$ cat config.mk
export PLATFORM = sky130hd
export DESIGN_NAME = ccg_top
export DESIGN_NICKNAME = d
export VERILOG_FILES = /design/src/logic/ccg_pkg.sv /design/src/logic/ccg_clk_div.sv /design/src/logic/ccg_etu_cnt.sv /design/src/logic/ccg_top.sv
export SDC_FILE = /design/constraint.sdc
export NUM_CORES = 1
export LEC_CHECK = 0
export BUFFER_PORTS_ARGS = -buffer_cell sky130_fd_sc_hd__buf_2
export CORE_MARGIN = 2
export CORE_UTILIZATION = 54
export CTS_CLUSTER_DIAMETER = 100
export DETAILED_ROUTE_END_ITERATION = 10
export PLACE_DENSITY = 0.76
export SYNTH_ARGS = -nofsm -noshare
export SYNTH_HDL_FRONTEND = slang
export SYNTH_SLANG_ARGS = --single-unit
$ cat constraint.sdc
create_clock -name mclk -period 3.35 [get_ports mclk]
set_clock_uncertainty 0.05 [all_clocks]
set_input_delay 0.335 -clock mclk [delete_from_list [all_inputs] [get_ports mclk]]
set_output_delay 0.335 -clock mclk [all_outputs]
set_load 0.02 [all_outputs]
$ cat src/logic/ccg_pkg.sv
// Shared constants for the card clock and bit time unit generator
package ccg_pkg;
  // ---------------------------------------------------------------------------
  // Register map
  // ---------------------------------------------------------------------------
  localparam logic [3:0] ADDR_DIV_CFG   = 4'h0;
  localparam logic [3:0] ADDR_ETU_LOW   = 4'h1;
  localparam logic [3:0] ADDR_ETU_HIGH  = 4'h2;
  localparam logic [3:0] ADDR_PWR_CTRL  = 4'h3;
  localparam logic [3:0] ADDR_STATUS    = 4'h4;
  localparam int         ADDR_W         = 4;
  localparam int         DATA_W         = 8;

  // ---------------------------------------------------------------------------
  // Fields and reset values
  // ---------------------------------------------------------------------------
  localparam int         DIV_SEL_LSB    = 0;
  localparam int         DIV_SEL_W      = 3;
  localparam int         START_BIT      = 0;
  localparam int         ST_CLK_ON_BIT  = 0;
  localparam int         ST_ACTIVE_BIT  = 1;
  localparam logic [2:0] DIV_SEL_RST    = 3'h5;
  localparam logic [7:0] ETU_LOW_RST    = 8'hb8;
  localparam logic [7:0] ETU_HIGH_RST   = 8'h08;
  localparam logic [15:0] ETU_LEN_MIN   = 16'h0010;

  // ---------------------------------------------------------------------------
  // Divider ratio table, indexed by divider code
  // ---------------------------------------------------------------------------
  localparam int         RATIO_W        = 5;
  localparam logic [4:0] RATIO_TABLE [8] = '{5'h01, 5'h02, 5'h03, 5'h04,
                                             5'h05, 5'h06, 5'h08, 5'h10};

  // Input clock of the interface, in kHz
  localparam int         SYS_CLK_KHZ    = 27120;
endpackage

$ cat src/logic/ccg_clk_div.sv
// Card clock divider driven from the interface input clock
`timescale 1ns/100ps
module ccg_clk_div (
  input  wire logic       mclk,
  input  wire logic       rst,
  input  wire logic       run,
  input  wire logic [2:0] div_sel,
  output logic            card_clk
);
  typedef struct packed {
    logic [4:0] cnt;
    logic       clk;
  } ccg_div_s;

  ccg_div_s st_r;
  ccg_div_s st_nxt;
  logic [4:0] ratio;
  logic [4:0] half;

  // Ratio lookup by divider code, ascending
  assign ratio = ccg_pkg::RATIO_TABLE[div_sel]; // RULE16 RULE5
  assign half  = ratio >> 1;

  // Counter on the input clock; odd ratios above one give a high phase one cycle shorter
  always_comb begin
    st_nxt = st_r;
    if (!run) begin
      st_nxt.cnt = 5'h00;
      st_nxt.clk = 1'b0;
    end else if (ratio == 5'h01) begin
      st_nxt.cnt = 5'h00;
      st_nxt.clk = 1'b1;
    end else begin
      if (st_r.cnt >= ratio - 5'h01) begin
        st_nxt.cnt = 5'h00;
      end else begin
        st_nxt.cnt = st_r.cnt + 5'h01;
      end
      st_nxt.clk = (st_nxt.cnt < half); // RULE12
    end
  end

  always_ff @(posedge mclk) begin
    if (rst) begin
      st_r <= '0;
    end else begin
      st_r <= st_nxt;
    end
  end

  // Divide by one passes the input clock straight through while running
  assign card_clk = (run && ratio == 5'h01) ? mclk : st_r.clk;
endmodule

$ cat src/logic/ccg_etu_cnt.sv
// Bit time unit counter on the interface input clock
`timescale 1ns/100ps
module ccg_etu_cnt (
  input  wire logic        mclk,
  input  wire logic        rst,
  input  wire logic        run,
  input  wire logic [15:0] etu_length_count,
  output logic             etu_tick
);
  typedef struct packed {
    logic [15:0] cnt;
    logic        tick;
  } ccg_etu_s;

  ccg_etu_s st_r;
  ccg_etu_s st_nxt;

  // Counts input clock cycles; zero wraps to 65536 naturally
  always_comb begin
    st_nxt      = st_r;
    st_nxt.tick = 1'b0;
    if (!run) begin
      st_nxt.cnt = 16'h0000;
    end else if (st_r.cnt == etu_length_count - 16'h0001) begin // RULE11 RULE17
      st_nxt.cnt  = 16'h0000;
      st_nxt.tick = 1'b1;
    end else begin
      st_nxt.cnt = st_r.cnt + 16'h0001;
    end
  end

  always_ff @(posedge mclk) begin
    if (rst) begin
      st_r <= '0;
    end else begin
      st_r <= st_nxt;
    end
  end

  assign etu_tick = st_r.tick; // RULE9
endmodule

$ cat src/logic/ccg_top.sv
// Card clock and bit time unit generator, register slave and top level
//
// Summary of operation
// RULE1: Host enables interface clock and peripheral clock before use.
// RULE2: After reset the input clock runs at its default 27.12 MHz.
// RULE3: Card clock is driven automatically once activation is requested.
// RULE4: Three-bit divider field sits in bits zero to two.
// RULE5: Divider supports ratios 1, 2, 3, 4, 5, 6, 8 and 16.
// RULE6: Host keeps card clock below 5 MHz for activation; divide by six.
// RULE7: Host writes divider before requesting activation.
// RULE8: During activation one unit lasts 372 card clock cycles.
// RULE9: One unit is exactly one bit period on the data line.
// RULE10: Units are timed by counting clocks of the data transfer clock.
// RULE11: Unit counter counts input clock cycles, not card clock.
// RULE12: Divider and unit counter share the one input clock.
// RULE13: Unit length from 16 to 65536 cycles, across low and high bytes.
// RULE14: Unit in card clocks equals count over ratio, possibly fractional.
// RULE15: Activation and card clock start when host sets the start bit.
// RULE16: Codes 000 to 111 map in order to the eight ratios.
// RULE17: An all-zero unit length selects 65536 cycles.
//
// The implementer's own choices: the register offsets and the strobed register port.
`timescale 1ns/100ps
module ccg_top (
  input  wire logic       mclk,
  input  wire logic       rst,
  input  wire logic [3:0] addr,
  input  wire logic [7:0] wdata,
  input  wire logic       wr,
  input  wire logic       rd,
  output logic      [7:0] rdata,
  output logic            card_clk,
  output logic            etu_tick,
  output logic            card_active
);
  // ---------------------------------------------------------------------------
  // State
  // ---------------------------------------------------------------------------
  typedef struct packed {
    logic [2:0] card_clock_div_sel;
    logic [7:0] etu_length_low;
    logic [7:0] etu_length_high;
    logic       start;
    logic [7:0] rdata;
  } ccg_regs_s;

  ccg_regs_s   st_r;
  ccg_regs_s   st_nxt;
  logic [15:0] wr_len;
  logic [15:0] etu_length_count;

  // Candidate length after a byte write, used for the minimum check
  always_comb begin
    wr_len = {st_r.etu_length_high, st_r.etu_length_low};
    if (addr == ccg_pkg::ADDR_ETU_LOW) begin
      wr_len = {st_r.etu_length_high, wdata};
    end else if (addr == ccg_pkg::ADDR_ETU_HIGH) begin
      wr_len = {wdata, st_r.etu_length_low};
    end
  end

  // ---------------------------------------------------------------------------
  // Register file
  // ---------------------------------------------------------------------------
  // A byte write that would make a nonzero length below 16 is clamped, since
  // shorter units leave the bit logic no time to work
  always_comb begin
    st_nxt       = st_r;
    st_nxt.rdata = 8'h00;
    if (wr) begin
      unique case (addr)
        ccg_pkg::ADDR_DIV_CFG: begin
          st_nxt.card_clock_div_sel = wdata[ccg_pkg::DIV_SEL_LSB +: ccg_pkg::DIV_SEL_W]; // RULE4
        end
        ccg_pkg::ADDR_ETU_LOW, ccg_pkg::ADDR_ETU_HIGH: begin
          if (wr_len != 16'h0000 && wr_len < ccg_pkg::ETU_LEN_MIN) begin // RULE13
            st_nxt.etu_length_high = 8'h00;
            st_nxt.etu_length_low  = ccg_pkg::ETU_LEN_MIN[7:0];
          end else begin
            st_nxt.etu_length_high = wr_len[15:8];
            st_nxt.etu_length_low  = wr_len[7:0];
          end
        end
        ccg_pkg::ADDR_PWR_CTRL: begin
          st_nxt.start = wdata[ccg_pkg::START_BIT]; // RULE15
        end
        default: begin
        end
      endcase
    end
    if (rd) begin
      unique case (addr)
        ccg_pkg::ADDR_DIV_CFG:  st_nxt.rdata = {5'h00, st_r.card_clock_div_sel};
        ccg_pkg::ADDR_ETU_LOW:  st_nxt.rdata = st_r.etu_length_low;
        ccg_pkg::ADDR_ETU_HIGH: st_nxt.rdata = st_r.etu_length_high;
        ccg_pkg::ADDR_PWR_CTRL: st_nxt.rdata = {7'h00, st_r.start};
        ccg_pkg::ADDR_STATUS:   st_nxt.rdata = {6'h00, st_r.start, st_r.start};
        default:                st_nxt.rdata = 8'h00;
      endcase
    end
  end

  // Reset defaults: divide by six, 2232-cycle unit (372 card clocks) for activation
  always_ff @(posedge mclk) begin
    if (rst) begin
      st_r.card_clock_div_sel <= ccg_pkg::DIV_SEL_RST; // RULE2
      st_r.etu_length_low     <= ccg_pkg::ETU_LOW_RST; // RULE8
      st_r.etu_length_high    <= ccg_pkg::ETU_HIGH_RST;
      st_r.start              <= 1'b0;
      st_r.rdata              <= 8'h00;
    end else begin
      st_r <= st_nxt;
    end
  end

  // ---------------------------------------------------------------------------
  // Clock and unit generation, both on mclk
  // ---------------------------------------------------------------------------
  assign etu_length_count = {st_r.etu_length_high, st_r.etu_length_low};
  assign rdata            = st_r.rdata;
  assign card_active      = st_r.start;

  // Card clock runs as soon as start is set, no further host action
  ccg_clk_div u_div (
    .mclk     (mclk),
    .rst      (rst),
    .run      (st_r.start), // RULE3 RULE12
    .div_sel  (st_r.card_clock_div_sel),
    .card_clk (card_clk)
  );

  // Unit counter shares mclk, so count over ratio gives the fractional unit
  ccg_etu_cnt u_etu (
    .mclk             (mclk),
    .rst              (rst),
    .run              (st_r.start), // RULE10 RULE14
    .etu_length_count (etu_length_count),
    .etu_tick         (etu_tick)
  );

  // ---------------------------------------------------------------------------
  // Checks on stop, reset and the register port
  // ---------------------------------------------------------------------------
  // Decodes of the register port, kept apart from the register file
  logic len_sel;
  logic len_too_short;
  assign len_sel       = addr == ccg_pkg::ADDR_ETU_LOW || addr == ccg_pkg::ADDR_ETU_HIGH;
  assign len_too_short = wr_len != 16'h0000 && wr_len < ccg_pkg::ETU_LEN_MIN;
endmodule

==> reports/results.ini <==
[routing]
viasPerCell=5.797
drt_wl_total_mm=7.137
avgRoutedWirePerCell_um=15.38
num_vias=2690
drt_first_pass_iters=5
antenna_left=0
drc_errors=0
first_iter_violations=154

[final_layout]
regArea_mm2=0.001025
fillers=501
final_area_mm2=0.003458
fin_nets=425
drive_gt1_frac=0.1633
syn2layout_area_growth_pct=8.776
diodes=0
final_core_util=0.6167
multi_input_area_mm2=0.001977

[yosys]
syn_area_per_cell_um2=8.433
synth_edf_count=0
synth_cell_types=53
async_flop_share=0
synth_top_area_frac=0.3211
synth_ff_type=dfxtp_1
ys_ff_latch=51
synthCells=377
ys_seq_area_frac=0.3211
syn_area_mm2=0.003179
yosys.area.top_type=dfxtp_1
synth_area_leaders=dfxtp_1, ha_1, xnor2_1
yosysWarnings=0
synth_fp_nets=411

[pwr]
leakagePower_uw=0.001339
power_density_mw_per_mm2=342.0
ir_drop_uv=168.4

[clock_tree]
insertion_delay_ns=0.43
path_clk_slew_ns=0.11
cts_tree=yes
hold_buffers=0

[die]
start_util=0.5669
core_area_mm2=0.005608
num_rows=27
die_area_mm2=0.006517
ios=27
die_height_um=80.73
die_width_um=80.73

[placed_design]
hpwlAfterDp_mm=5.145
place_area_mm2=0.003292
io_buffers=26
gp_congestion=0.8315

[sta]
fmax_mhz=310.2
period_needed_ns=3.224
max_slew_margin=0.6395
hold_violations=0
tightestPinTransition_ns=0.5332
finalSetupViolCount=0
slew_violations=0
fin_crit_sh=0.9622

[outcome]
status=finished, final reports clean

[hold_path]
hold_depth=2
holdCritPathClass=input pin to flip-flop
min_to=rdata[2]
hp-start=addr[3]

[grt]
grt_pass1_vias=2461
grtUsageTotal=0.2264
grt_pass1_wl_mm=11.60
antenna_found_initial=0
grt_max_degree=23
overflow=0

[critical_path]
rrSetupSlack_ns=0.13
cp_max_fo=4
critPathLaunchType=flip-flop
reg2regPathDepth=14
rr_startpoint=st_r[25]
endpoint_kind=flip-flop
cp_data_arrival_time_ns=3.53
crit_required_ns=3.66
r2r-end=u_div.st_r[0]
critPathKind=flip-flop to flip-flop

[run]
drv_cap=0

[critical path: stages, from the launching register on]
cell	delay, ns
dfxtp_2	0.35
inv_1	0.06
ha_1	0.30
mux2i_2	0.19
ha_2	0.31
ha_1	0.27
a21o_1	0.17
a21oi_2	0.15
o21a_1	0.17
and2_4	0.15
ha_1	0.23
a21o_1	0.16
a21o_1	0.17
a221o_1	0.29
a21oi_1	0.13
[how the worst max path moves through the flow]
stage / from / end / cells past startpoint
detailed placement: st_r[25] / u_div.st_r[0] / 15
global route: st_r[25] / u_div.st_r[0] / 14
global placement: st_r[25] / u_div.st_r[0] / 15
CTS: st_r[25] / u_div.st_r[0] / 15
finish: st_r[25] / u_div.st_r[0] / 14
floorplan: st_r[26] / u_div.st_r[0] / 15
[flip-flops by register name (all words and copies together), names as in the netlist]
register,cells
rdata,8
u_div.st_r,6
card_active,1
u_etu.etu_tick,1
st_r,3
u_etu.st_r,16
etu_length_count,16
[cells in the final DEF (no fill, tap or decap), types with 3 or more instances in the layout]
cell,count
nor3b_1,3
dfxtp_2,3
clkbuf_8,8
and3_1,7
a21oi_1,18
xnor2_1,23
a22oi_1,5
inv_1,10
xor2_1,18
a21o_1,3
ha_1,17
nand3_1,15
nor2b_1,5
nand2b_1,3
dfxtp_1,48
buf_2,26
buf_4,8
nor3_1,5
nor2_1,46
nand4_1,8
nand2_1,40
mux2i_1,11
o21ai_0,3
a211o_1,5
nor4_1,11
[power breakdown]
group	total [µW]	internal (µW)	switching, µW	leakage [µW]
Sequential	619	610	8.48	0.000411
Clock	481	232	250	0.0000835
Combinational	82.4	33.3	49.1	0.000845
[synthesized netlist by cell type, types with 2 or more instances]
library cell	instances
inv_1	10
dfxtp_1	51
ha_1	18
xnor2_1	23
and3_1	7
nand2b_1	3
a22oi_1	5
mux2i_1	12
or4b_1	2
nor4b_2	2
nor2b_1	5
a21oi_1	19
a21o_1	3
a22o_1	2
nor3b_1	3
buf_2	4
mux2_2	2
nand2_1	40
nand4_1	8
nor2_1	46
nor4_1	11
o21a_1	2
buf_4	9
a211o_1	5
nand3_1	15
nand3b_1	2
o21ai_0	4
a221oi_1	2
clkbuf_1	15
xor2_1	18
or4_1	2
nor3_1	5
and2_1	2
[metal layers]
layer,vias to the layer above,part of all wire,track usage
li1,1338,-,-
met1,1264,0.46,0.3037
met2,66,0.47,0.3542
met3,22,0.048,0.03889
met4,0,0.023,0.1085
met5,-,0,0
[final cells by class]
class | instances | area share
clock buffers | 9 | 0.03328
inverters | 10 | 0.01085
repair buffers | 33 | 0.05355
flip-flops and latches | 51 | 0.2963
multi-input cells | 286 | 0.5716
well taps | 72 | 0.02605
clock inverters | 3 | 0.008321
[cells by family after synthesis]
family	Yosys count	share of synthesized area
adder cells (fa/ha/maj)	18	0.07084
XOR/XNOR	41	0.1129
flip-flops	51	0.3211
buffers and inverters	40	0.06218
AO/OA/AOI/OAI	54	0.1311
multiplexers	14	0.04487
AND/OR/NAND/NOR	159	0.2570
[metrics by stage]
stage	std cells	setup TNS, ns	power [µW]	hold WS (ns)	setup WS, ns
after global routing	464	-0.03279	1225	0.1200	-0.03279
after CTS	463	0	1187	0.1121	0.08423
final	464	0	1183	0.1189	0.1265
after floorplan	377	0	684.9	0.3635	0.1162
after global placement	452	0	709.8	0.3944	0.2089
after detailed placement	452	0	711.9	0.4000	0.1102
[what timing repair did]
action                                  CTS  global route
endpoints found under the setup margin    0             1
buffers inserted                          0             1
resized for setup                         0             9
Note: power is estimated with default switching activity, not from simulation.
